===== src/shared/acr_pkg.sv =====
`default_nettype none
package acr_pkg;

  // ****************************************************************
  // Register offsets
  // ****************************************************************
  localparam logic [7:0] POWER_CONTROL_ADDR    = 8'h00;
  localparam logic [7:0] GAIN_EDGE_ADDR        = 8'h01;
  localparam logic [7:0] CONVERTER_CTRL_ADDR   = 8'h02;
  localparam logic [7:0] DIGITAL_VOLUME_ADDR   = 8'h03;
  localparam logic [7:0] SERIAL_PORT_1_ADDR    = 8'h04;
  localparam logic [7:0] SERIAL_PORT_2_ADDR    = 8'h05;
  localparam logic [7:0] SUPPLY_READBACK_ADDR  = 8'h06;
  localparam logic [7:0] LIMITER_1_ADDR        = 8'h07;
  localparam logic [7:0] LIMITER_2_ADDR        = 8'h08;
  localparam logic [7:0] LIMITER_3_ADDR        = 8'h09;
  localparam logic [7:0] STATUS_FLAGS_ADDR     = 8'h0A;
  localparam logic [7:0] FAULT_RECOVERY_ADDR   = 8'h0B;
  localparam int         REG_COUNT             = 12;

  // ****************************************************************
  // Values after reset
  // ****************************************************************
  localparam logic [7:0] POWER_CONTROL_RST     = 8'h81;
  localparam logic [7:0] GAIN_EDGE_RST         = 8'h01;
  localparam logic [7:0] CONVERTER_CTRL_RST    = 8'h32;
  localparam logic [7:0] DIGITAL_VOLUME_RST    = 8'h40;
  localparam logic [7:0] SERIAL_PORT_1_RST     = 8'h11;
  localparam logic [7:0] SERIAL_PORT_2_RST     = 8'h00;
  localparam logic [7:0] LIMITER_1_RST         = 8'hA4;
  localparam logic [7:0] LIMITER_2_RST         = 8'h00;
  localparam logic [7:0] LIMITER_3_RST         = 8'h22;
  localparam logic [7:0] FAULT_RECOVERY_RST    = 8'h18;
  localparam logic [7:0] RO_RST                = 8'h00;

  // ****************************************************************
  // Field positions
  // ****************************************************************
  localparam int AUTO_SLEEP_ENABLE_BIT = 7;
  localparam int SUPPLY_SENSE_OFF_BIT  = 6;
  localparam int SOFT_RESET_BIT        = 1;
  localparam int MASTER_SLEEP_BIT      = 0;
  localparam int EDGE_SLOW_BIT         = 4;
  localparam int FULL_SCALE_LSB        = 0;
  localparam int STATUS_FLAG_COUNT     = 7;

  // ****************************************************************
  // Counts
  // ****************************************************************
  localparam int ZERO_RUN_LENGTH       = 2048;

  // Full-scale mapping codes of the analog gain field
  typedef enum logic [1:0] {
    ACR_FS_8V4  = 2'h0,
    ACR_FS_12V6 = 2'h1,
    ACR_FS_14V  = 2'h2,
    ACR_FS_15V  = 2'h3
  } acr_full_scale_e;

endpackage
`default_nettype wire


===== src/core/acr_register_bank.sv =====
`timescale 1ns/1ps
`default_nettype none

module acr_register_bank #(
  parameter int SAMPLE_W = 24,                         // Audio sample width
  parameter int ZERO_RUN = acr_pkg::ZERO_RUN_LENGTH    // Zero samples before sleep
) (
  input  wire logic                clk_i,
  input  wire logic                srst_i,
  input  wire logic                ce_i,
  input  wire logic [7:0]          reg_addr_i,
  input  wire logic [7:0]          reg_wdata_i,
  input  wire logic                reg_wr_i,
  input  wire logic                reg_rd_i,
  output logic      [7:0]          reg_rdata_o,
  output logic                     reg_rvalid_o,
  input  wire logic                sample_valid_i,
  input  wire logic [SAMPLE_W-1:0] sample_data_i,
  input  wire logic [7:0]          supply_level_i,
  input  wire logic [6:0]          fault_flags_i,
  output logic                     block_reset_o,
  output logic                     low_power_o,
  output logic                     auto_asleep_o,
  output logic                     supply_sense_off_o,
  output logic                     edge_slow_o,
  output logic      [1:0]          amp_full_scale_select_o,
  output logic      [7:0]          converter_control_o,
  output logic      [7:0]          digital_volume_o,
  output logic      [7:0]          serial_port_control_1_o,
  output logic      [7:0]          serial_port_control_2_o,
  output logic      [7:0]          limiter_control_1_o,
  output logic      [7:0]          limiter_control_2_o,
  output logic      [7:0]          limiter_control_3_o,
  output logic      [7:0]          fault_recovery_control_o
);

  // ****************************************************************
  // Design notes
  // ****************************************************************
  // Register port
  //   Byte strobe port stands in for the two-wire front end
  //   A write lands at the edge that takes it
  //   A read answers one cycle later with a valid pulse
  //   Read data holds until the next taken read
  //   Reads and writes may come back to back every cycle
  //   A read and a write in one cycle: the read sees the old value
  //   Offsets past the map read zero, writes there vanish
  //   Writes to the readback and status offsets vanish too
  //
  // Power control byte
  //   Bit 7 enables automatic sleep on a zero run
  //   Bit 6 stops supply sensing and freezes the readback
  //   Bits 5..2 are reserved but stored as written
  //   Bit 1 is a write-only soft reset, never stored
  //   Bit 0 is master sleep; the register port stays alive
  //
  // Gain and edge byte
  //   Bit 4 picks slow low-emission edges
  //   Bits 1..0 pick the full-scale code
  //   Other bits are reserved but stored as written
  //
  // Soft reset
  //   Acts at the edge that takes the write
  //   Reloads every register and clears automatic sleep; master sleep is set again by the 0x81 reload
  //   The written data is dropped: the reset wins
  //   block_reset_o pulses for one cycle afterwards
  //   The read port is left alone by a soft reset,
  //   so a read in flight still returns its answer
  //
  // Automatic sleep
  //   Only valid samples count; idle cycles do not
  //   break a run, so slow sample rates still work
  //   The counter saturates instead of wrapping,
  //   which keeps a long silence from waking the part
  //   Clearing the enable drops sleep and the count
  //   The run length is a parameter so that a bench
  //   can shorten it; silicon keeps the full length
  //
  // Status and readback
  //   Status is live, not sticky: a fault that ends
  //   before software reads it is missed; the trade
  //   is that no clear-on-read path is needed
  //   Both bytes lag their sources by one cycle
  //   Bit 7 of status reads zero
  //
  // Clock enable
  //   Low freezes every register and output
  //   Hard reset acts even while it is low
  //   A soft reset write needs it high, as any write
  //
  // Hazards
  //   Fault and supply inputs must already be
  //   synchronous to clk_i; there is no synchroniser
  //   low_power_o is combinational from flip-flops only,
  //   so it carries no glitch from the bus inputs
  //   Sample data must be stable while its strobe
  //   is high; only the strobe qualifies it
  //   Reserved bits are kept so that a host writing
  //   back what it read changes nothing
  //
  // Reset values
  //   One function holds every reset value so that
  //   hard and soft reset can never disagree

  // ****************************************************************
  // Helper functions
  // ****************************************************************

  // Value of a register after any reset, hard or soft
  function automatic logic [7:0] reset_value(input logic [7:0] addr);
    case (addr)
      acr_pkg::POWER_CONTROL_ADDR:  reset_value = acr_pkg::POWER_CONTROL_RST;
      acr_pkg::GAIN_EDGE_ADDR:      reset_value = acr_pkg::GAIN_EDGE_RST;
      acr_pkg::CONVERTER_CTRL_ADDR: reset_value = acr_pkg::CONVERTER_CTRL_RST;
      acr_pkg::DIGITAL_VOLUME_ADDR: reset_value = acr_pkg::DIGITAL_VOLUME_RST;
      acr_pkg::SERIAL_PORT_1_ADDR:  reset_value = acr_pkg::SERIAL_PORT_1_RST;
      acr_pkg::SERIAL_PORT_2_ADDR:  reset_value = acr_pkg::SERIAL_PORT_2_RST;
      acr_pkg::LIMITER_1_ADDR:      reset_value = acr_pkg::LIMITER_1_RST;
      acr_pkg::LIMITER_2_ADDR:      reset_value = acr_pkg::LIMITER_2_RST;
      acr_pkg::LIMITER_3_ADDR:      reset_value = acr_pkg::LIMITER_3_RST;
      acr_pkg::FAULT_RECOVERY_ADDR: reset_value = acr_pkg::FAULT_RECOVERY_RST;
      default:                      reset_value = acr_pkg::RO_RST;
    endcase
  endfunction

  // Software may write only the stored control registers
  function automatic logic is_writable(input logic [7:0] addr);
    is_writable = (addr < 8'(acr_pkg::REG_COUNT)) &&
                  (addr != acr_pkg::SUPPLY_READBACK_ADDR) &&
                  (addr != acr_pkg::STATUS_FLAGS_ADDR);
  endfunction

  // ****************************************************************
  // Storage and decode
  // ****************************************************************
  localparam int CNT_W = $clog2(ZERO_RUN + 1);                  // Counter width
  localparam logic [CNT_W-1:0] RUN_LAST = CNT_W'(ZERO_RUN - 1); // Count before the last zero

  logic [7:0]       ctrl_reg [acr_pkg::REG_COUNT];  // Stored control bytes
  logic [7:0]       status_flags;                   // Captured fault flags
  logic [7:0]       supply_readback;                // Captured supply level
  logic [CNT_W-1:0] zero_count;                     // Consecutive zero samples seen
  logic             auto_asleep;                    // Automatic sleep state
  logic             wr_hit;                         // Write to a stored register
  logic             soft_reset;                     // Soft reset request this cycle
  logic             sample_zero;                    // Incoming sample is all zero

  assign wr_hit      = ce_i && reg_wr_i && is_writable(reg_addr_i);
  // Soft reset acts only on a write to the power register with the bit set
  assign soft_reset  = ce_i && reg_wr_i && (reg_addr_i == acr_pkg::POWER_CONTROL_ADDR) &&
                       reg_wdata_i[acr_pkg::SOFT_RESET_BIT];
  assign sample_zero = (sample_data_i == '0);

  // ****************************************************************
  // Control registers
  // ****************************************************************

  // Hard and soft reset both reload the table; soft reset beats the write
  always_ff @(posedge clk_i) begin
    if (srst_i || soft_reset) begin
      for (int i = 0; i < acr_pkg::REG_COUNT; i++) begin
        ctrl_reg[i] <= reset_value(8'(i));
      end
    end else if (wr_hit) begin
      if (reg_addr_i == acr_pkg::POWER_CONTROL_ADDR) begin
        // Soft reset bit is write-only and never stored
        ctrl_reg[reg_addr_i[3:0]] <= reg_wdata_i & ~(8'h01 << acr_pkg::SOFT_RESET_BIT);
      end else begin
        ctrl_reg[reg_addr_i[3:0]] <= reg_wdata_i;
      end
    end
  end

  // ****************************************************************
  // Read-only status capture
  // ****************************************************************

  // Flags are sampled each cycle, so status tracks the fault sources
  always_ff @(posedge clk_i) begin
    if (srst_i || soft_reset) begin
      status_flags <= acr_pkg::RO_RST;
    end else if (ce_i) begin
      // Bit 7 stays reserved and reads zero
      status_flags <= {1'b0, fault_flags_i};
    end
  end

  // Supply level is frozen while sensing is off
  always_ff @(posedge clk_i) begin
    if (srst_i || soft_reset) begin
      supply_readback <= acr_pkg::RO_RST;
    end else if (ce_i && !supply_sense_off_o) begin
      supply_readback <= supply_level_i;
    end
  end

  // ****************************************************************
  // Zero-run detector and automatic sleep
  // ****************************************************************

  // Counter saturates at the run length so it cannot wrap back awake
  always_ff @(posedge clk_i) begin
    if (srst_i || soft_reset) begin
      zero_count <= '0;
    end else if (ce_i) begin
      if (!ctrl_reg[0][acr_pkg::AUTO_SLEEP_ENABLE_BIT]) begin
        zero_count <= '0;
      end else if (sample_valid_i && !sample_zero) begin
        zero_count <= '0;
      end else if (sample_valid_i && (zero_count != CNT_W'(ZERO_RUN))) begin
        zero_count <= zero_count + CNT_W'(1);
      end
    end
  end

  // Sleep is entered on the last zero of the run, left on a nonzero sample
  always_ff @(posedge clk_i) begin
    if (srst_i || soft_reset) begin
      auto_asleep <= 1'b0;
    end else if (ce_i) begin
      if (!ctrl_reg[0][acr_pkg::AUTO_SLEEP_ENABLE_BIT]) begin
        auto_asleep <= 1'b0;
      end else if (sample_valid_i && !sample_zero) begin
        auto_asleep <= 1'b0;
      end else if (sample_valid_i && (zero_count == RUN_LAST)) begin
        auto_asleep <= 1'b1;
      end
    end
  end

  // ****************************************************************
  // Register read port
  // ****************************************************************

  // Read data is registered; unmapped offsets answer zero
  always_ff @(posedge clk_i) begin
    if (srst_i) begin
      reg_rdata_o  <= 8'h00;
      reg_rvalid_o <= 1'b0;
    end else if (ce_i) begin
      reg_rvalid_o <= reg_rd_i;
      if (reg_rd_i) begin
        case (reg_addr_i)
          acr_pkg::SUPPLY_READBACK_ADDR: reg_rdata_o <= supply_readback;
          acr_pkg::STATUS_FLAGS_ADDR:    reg_rdata_o <= status_flags;
          default: begin
            if (reg_addr_i < 8'(acr_pkg::REG_COUNT)) begin
              reg_rdata_o <= ctrl_reg[reg_addr_i[3:0]];
            end else begin
              reg_rdata_o <= 8'h00;
            end
          end
        endcase
      end
    end
  end

  // ****************************************************************
  // Reset pulse to the functional blocks
  // ****************************************************************

  // One-cycle pulse after a soft reset; also held through a hard reset
  always_ff @(posedge clk_i) begin
    if (srst_i) begin
      block_reset_o <= 1'b1;
    end else if (ce_i) begin
      block_reset_o <= soft_reset;
    end
  end

  // ****************************************************************
  // Control outputs
  // ****************************************************************

  // Master sleep or automatic sleep idles everything but this register port
  assign low_power_o        = ctrl_reg[0][acr_pkg::MASTER_SLEEP_BIT] || auto_asleep;
  assign auto_asleep_o      = auto_asleep;
  assign supply_sense_off_o = ctrl_reg[0][acr_pkg::SUPPLY_SENSE_OFF_BIT];
  assign edge_slow_o        = ctrl_reg[1][acr_pkg::EDGE_SLOW_BIT];
  assign amp_full_scale_select_o = ctrl_reg[1][acr_pkg::FULL_SCALE_LSB +: 2];

  // Remaining bytes feed blocks whose fields are decoded elsewhere
  assign converter_control_o      = ctrl_reg[2];
  assign digital_volume_o         = ctrl_reg[3];
  assign serial_port_control_1_o  = ctrl_reg[4];
  assign serial_port_control_2_o  = ctrl_reg[5];
  assign limiter_control_1_o      = ctrl_reg[7];
  assign limiter_control_2_o      = ctrl_reg[8];
  assign limiter_control_3_o      = ctrl_reg[9];
  assign fault_recovery_control_o = ctrl_reg[11];

endmodule
`default_nettype wire


===== config.mk =====
export PLATFORM = sky130hd
export DESIGN_NAME = acr_register_bank
export DESIGN_NICKNAME = d
export VERILOG_FILES = /design/src/shared/acr_pkg.sv /design/src/core/acr_register_bank.sv
export SDC_FILE = /design/constraint.sdc
export NUM_CORES = 1
export LEC_CHECK = 0
export BUFFER_PORTS_ARGS = -buffer_cell sky130_fd_sc_hd__buf_2
export CORE_ASPECT_RATIO = 0.7
export CORE_MARGIN = 1.5
export CORE_UTILIZATION = 30
export DETAILED_ROUTE_END_ITERATION = 12
export PLACE_DENSITY = 0.56
export SYNTH_ARGS = -nofsm -noshare
export SYNTH_HDL_FRONTEND = slang
export SYNTH_SLANG_ARGS = --single-unit
export TNS_END_PERCENT = 10

===== constraint.sdc =====
create_clock -name clk_i -period 4.4 [get_ports clk_i]
set_input_delay 0.66 -clock clk_i [delete_from_list [all_inputs] [get_ports clk_i]]
set_output_delay 0.66 -clock clk_i [all_outputs]
set_load 0.005 [all_outputs]

==> flow_summary.toml, run 1 <==
[synthesis]
yosys_warnings = 0
synthesis.area_um2 = 6320
synth_most_common_cell = "edfxtp_1"
synthTopCellsByCount = "96 x edfxtp_1, 57 x and2_1, 38 x dfxtp_1"
synth_edf_count = 96
dominantRegCellSynth = "edfxtp_1"
syn_area_per_cell_um2 = 13.4
ys_ff_latch = 134
syn-instance-count = 473
synth_async_sr_flop_share = 0
synth_cell_types = 54
seq_area_frac_synth = 0.577
synth_top_area_cell = "edfxtp_1"
synth_top_area_frac = 0.456
synthTopCellsByArea = "edfxtp_1 46%, dfxtp_1 12%, mux4_2 8.6%, and2_1 5.6%, mux2i_1 3.6%"

[power]
internal_power_mw = 2.35
powerDensity_nw_per_um2 = 396
ir_worst_vdd_mv = 0.260
pwr-share-seq = 0.470
clock_power_share = 0.441
power.total_mw = 3.12
leakagePower_nw = 3.05
power_switching_mw = 0.769
comb_power_share = 0.089
p_sw_frac = 0.247

[place]
gp_congestion = 0.834
hpwl_um = 14800
place_inst = 886
port_buffers = 140
dp_slack_ns = 1.32
dpl_cell_area_um2 = 7300

[clock_network]
path_clk_slew_ns = 0.06
cts_tree = "built"
cts_setup_buffers = 0
cts_hold_buf = 0
cts_resized = 0
max-clock-path-buffers = 2
cts_sinks = 134
numCtsBuffers = 17
clock_latency_ns = 0.41
cts_root_buf = "clkbuf_16"
cts_max_level = 4

[sta]
fin_crit_ns = 2.69
drv_slew = 0
clock.fmax_mhz = 372
maxSlewHeadroom = 0.185
rsz0062_at_grt = "false"
setup-tns-final_ns = 0
fin_ws_ns = 1.71
worst_pin_slew_ns = 1.21
timing.final.crit_share = 0.610
setup_viol = 0
hold_slack_ns = 0.469
clock_skew_ns = 0.00856
hold_viol_final = 0

[global_route]
grt_usage = 0.181
grt_max_degree = 29
grt_pass1_vias = 4549
grt_pass1_wl_um = 28600
overflow = 0
antenna_found_initial = 1

[critical_path]
cp.arrival_ns = 2.74
worst-setup-path-type = "input port to flip-flop"
crit_required_ns = 4.46
endpoint_kind = "flip-flop"
crit_fanout = 17
r2r_cells = 7
crit_chain = "buf_2 -> nand2_1 -> a311oi_2 -> nand2_4 -> nor4_4 -> nand2b_1"
max_stage_delay_ns = 0.46
crit_path_start_kind = "input port"
cp_slowest_cell = "nor4_4"

[die]
core_um2 = 20700
die_x_um = 176
dieArea_um2 = 22000
die_h_um = 124
start_util = 0.305
num_rows = 44
top_level_ports = 141

[layout]
area_growth_pct = 24.5
diodes = 0
largest_register_ffs = 96
final_cells = 918
drive_gt1_frac = 0.350
nets = 692
stdcell_area_um2 = 7870
fin_util = 0.380

[worst_hold_path]
whs_path_depth = 2
hp-class = "flip-flop to flip-flop"

[routing]
drt-total-wl_um = 19700
wl_per_cell_um = 21.4
dr.pass1.iters = 7
drtAntennaViolNets = 0
drt_iter0_markers = 433
drc = 0
routed_via_density = 5.06
num_vias = 4644

[job]
drv_cap = 0

[status]
status = "complete, no violations"
-- path summary, 6_finish.rpt --
kind                                    start  slack [ns]        endpoint
worst max-delay path                     ce_i        1.71  ctrl_reg[1][7]
worst min-delay path            block_reset_o        0.47   block_reset_o
worst max register to register  zero_count[0]        2.21   zero_count[6]
worst min register to register  block_reset_o        0.47   block_reset_o
-- power groups by stage --
stage	registers (mW)	logic, mW	clock network (mW)
after CTS	1.47	0.277	1.39
after detailed placement	1.49	0.275	0
after global routing	1.47	0.297	1.45
after global placement	1.49	0.272	0
final	1.47	0.277	1.37
after floorplan	1.47	0.150	0
-- cell usage in the layout (no fill, tap or decap), types with 4 or more instances in the layout --
| master | Yosys | routed |
|---|---|---|
| inv_4 | 0 | 6 |
| edfxtp_1 | 96 | 96 |
| nand4_1 | 8 | 8 |
| nor3_1 | 10 | 10 |
| and3_1 | 6 | 6 |
| or3_1 | 6 | 6 |
| buf_2 | 5 | 140 |
| a21oi_1 | 18 | 18 |
| and2_1 | 57 | 57 |
| nand2_1 | 22 | 22 |
| mux2i_1 | 23 | 23 |
| inv_1 | 6 | 6 |
| dfxtp_1 | 38 | 38 |
| nor4_4 | 6 | 6 |
| conb_1 | 1 | 17 |
| clkbuf_16 | 0 | 18 |
| o21ai_0 | 16 | 16 |
| buf_4 | 8 | 4 |
| nor3_4 | 5 | 5 |
| nand2b_1 | 27 | 27 |
| nor2_1 | 30 | 30 |
| nor4_1 | 9 | 9 |
| mux4_2 | 24 | 24 |
| a221o_1 | 7 | 7 |
-- critical path, delay by kind of cell --
family | cells | cell delay (ns)
and+or+nand+nor | 4 | 1.35
AOI/OAI and AO/OA | 1 | 0.38
buffers and inverters | 1 | 0.34
-- logic make-up (layout without fill, tap and decap cells) --
| logic type | after synthesis | count (layout) | share of synthesized area |
|---|---|---|---|
| and+or+nand+nor | 204 | 204 | 0.207 |
| AOI/OAI and AO/OA | 54 | 54 | 0.0594 |
| other | 1 | 17 | 0.000593 |
| xor gates and xnor gates | 1 | 1 | 0.00139 |
| buffers and inverters | 30 | 183 | 0.0289 |
| muxes | 47 | 47 | 0.122 |
| adders and majority gates | 2 | 2 | 0.00396 |
| DFF | 134 | 134 | 0.577 |
-- layer usage --
metal	vias up	wire, um	track usage
met1	2298	9130	0.263
met3	21	1730	0.0498
met4	0	243	0.0429
li1	2081	-	-
met2	244	8550	0.267
met5	-	0	0
-- area by class of cell --
class	count	area (um2)
timing repair buffer	144	731
multi-input combinational	325	2550
fill	2044	12800
sequential	134	3640
inverter	7	26.3
tap	276	345
clock buffer	18	450
clock inverter	14	118
(Power assumes the default switching activity.)
==> run 2, diff against run 1 <==
Settings changed: ABC_AREA set to 1, PLACE_DENSITY 0.56 to 0.58.
Clock period 4.4 ns to 2.3 ns, I/O delays scaled along.
==> run 2 against run 1 <==
Sequential share of layout area increased by 0.13 points; clock power increased by 87%; non-clock buffer count rose by 6; setup slack lost 1.2 ns; global-route usage shrank 0.49 points; first-iteration DRC count increased by 25%; hold slack got worse by 0.30 ns; combinational power increased by 88%; synthesized cell count is 40% higher; sequential power up 90%; cell count is 21% higher; flip-flop and latch count is the same; critical path type unchanged; highest routed layer unchanged.
==> flow_summary.toml, run 2 <==
[sta]
rsz0062_at_grt = "false"
hold_viol_final = 0
timing.final.crit_share = 0.756
maxSlewHeadroom = 0.604
clock_skew_ns = 0.00851
setup-tns-final_ns = 0
worst_pin_slew_ns = 0.592
clock.fmax_mhz = 575
fin_crit_ns = 1.74
drv_slew = 0
setup_viol = 0

[global_route]
grt_usage = 0.176
antenna_found_initial = 0
grt_pass1_vias = 4652
overflow = 0
grt_pass1_wl_um = 27500
grt_max_degree = 30

[layout]
register_area_um2 = 3640
fillers = 1992
final_cell_mix = "183 x nand2_1, 140 x buf_2, 99 x nor2_1, 96 x edfxtp_1, 47 x a21oi_1"
fin_util = 0.391
multi_input_area_um2 = 2330
area_growth_pct = 25.9
diodes = 0
largest_register_ffs = 96
nets = 888
layout_commonest_cell = "nand2_1"
drive_gt1_frac = 0.258

[die]
die_h_um = 124
top_level_ports = 141
core_um2 = 20100
dieArea_um2 = 21700
num_rows = 43
start_util = 0.311
die_x_um = 175

[power]
powerDensity_nw_per_um2 = 747
leakagePower_nw = 3.37
clock_power_share = 0.436
p_sw_frac = 0.237
ir_worst_vdd_mv = 0.465
pwr-share-seq = 0.475
comb_power_share = 0.089
power_switching_mw = 1.39
internal_power_mw = 4.47

[critical_path]
crit_path_start_kind = "input port"
crit_required_ns = 2.38
endpoint_kind = "flip-flop"
worst-setup-path-type = "input port to flip-flop"
crit_fanout = 8
cp.arrival_ns = 1.82

[place]
port_buffers = 140
gp_congestion = 0.872
hpwl_um = 14200

[synthesis]
synth_top_area_cell = "edfxtp_1"
ys_ff_latch = 134
synthTopCellsByArea = "edfxtp_1 46%, dfxtp_1 12%, nand2_1 11%, nor2_1 6.0%, a22oi_1 5.3%"
yosys_warnings = 0
synth_cell_types = 33
synth_async_sr_flop_share = 0
synth_edf_count = 96
synthTopCellsByCount = "183 x nand2_1, 99 x nor2_1, 96 x edfxtp_1"
syn_area_per_cell_um2 = 9.40
seq_area_frac_synth = 0.585
synth_top_area_frac = 0.463
dominantRegCellSynth = "edfxtp_1"
synth_most_common_cell = "nand2_1"
syn-instance-count = 663
synthesis.area_um2 = 6230

[clock_network]
numCtsBuffers = 17
cts_resized = 0
cts_setup_buffers = 0
cts_sinks = 134
cts_root_buf = "clkbuf_16"
cts_max_level = 4
clock_latency_ns = 0.42
path_clk_slew_ns = 0.05
cts_hold_buf = 0
max-clock-path-buffers = 2
cts_tree = "built"

[status]
status = "complete, no violations"

[routing]
drtAntennaViolNets = 0
routed-wl-met2_um = 7940
highest_layer = "met4"
routed_via_density = 4.80
drt-total-wl_um = 19000
drc = 0
num_vias = 5314
drt-met1-wl_um = 9260
drt_iter0_markers = 542
met3_length_um = 1580
wl_per_cell_um = 17.2
dr.pass1.iters = 5

[job]
drv_cap = 0

[worst_hold_path]
hp-class = "input port to flip-flop"
run 2: changes by cell type after synthesis, moves of 8 or more:
cell,previous run,this run
inv_2,1,9
and2_1,57,0
nand3_1,3,24
inv_1,6,33
nand2b_1,27,0
nor4_1,9,0
a22oi_1,0,44
nor2_1,30,99
mux4_2,24,0
a21oi_1,18,47
mux2i_1,23,0
nand2_1,22,183
nand2_4,1,10
clkinv_1,0,8
run 2: routing by layer:
metal	track usage	vias up
li1	-	2547
met1	0.266	2518
met2	0.243	228
met3	0.0443	21
met4	0.0598	0
met5	0	-
run 2: cell families (layout without fill, tap and decap cells):
family                     Yosys count  in the layout  share of synthesized area
and+or+nand+nor                    342            342                      0.242
DFF                                134            134                      0.585
AOI/OAI and AO/OA                  108            108                      0.113
buffers and inverters               73            231                     0.0518
xor gates and xnor gates             3              3                    0.00422
adders and majority gates            2              2                    0.00401
other                                1             17                   0.000602
run 2: power groups by stage:
stage               combinational [mW]  sequential (mW)  clock, mW
floorplan                        0.264             2.81          0
global placement                 0.515             2.84          0
detailed placement               0.517             2.83          0
CTS                              0.520             2.79       2.58
global route                     0.572             2.80       2.69
finish                           0.520             2.79       2.56
run 2: worst paths after layout:
| check | depth (start not counted) | startpoint | slack (ns) | to |
|---|---|---|---|---|
| min | 2 | srst_i | 0.17 | reg_rvalid_o |
| min reg2reg | 2 | status_flags[5] | 0.46 | status_flags[5] |
| max | 10 | reg_addr_i[7] | 0.56 | ctrl_reg[3][7] |
| max reg2reg | 11 | zero_count[0] | 0.58 | zero_count[11] |
run 2: final cells by class:
| class | instances | area share |
|---|---|---|
| Inverter | 50 | 0.0239 |
| Timing Repair Buffer | 150 | 0.102 |
| Clock buffer | 22 | 0.0566 |
| Clock inverter | 9 | 0.0132 |
| Sequential cell | 134 | 0.465 |
| Tap cell | 270 | 0.0431 |
| Multi-Input combinational cell | 472 | 0.297 |
run 2: per-stage QoR:
| step | power (mW) | std cells | setup slack, ns | area (um2) | hold WS, ns |
|---|---|---|---|---|---|
| finish | 5.86 | 1107 | 0.562 | 7840 | 0.169 |
| global route | 6.06 | 1107 | 0.355 | 7840 | 0.168 |
| CTS | 5.89 | 1107 | 0.583 | 7840 | 0.157 |
| detailed placement | 3.35 | 1076 | 0.139 | 7300 | 0.454 |
| global placement | 3.35 | 1076 | 0.174 | 7300 | 0.450 |
| floorplan | 3.08 | 679 | 0.462 | 6290 | 0.414 |
run 2: worst max-delay path, stage by stage:
cell,delay [ns]
buf_2,0.09
nor2_1,0.16
nand2_1,0.12
a21oi_1,0.17
o21ai_2,0.10
nor2_4,0.10
nand2_4,0.12
nor2_8,0.21
nand2_4,0.10
nand2_1,0.30
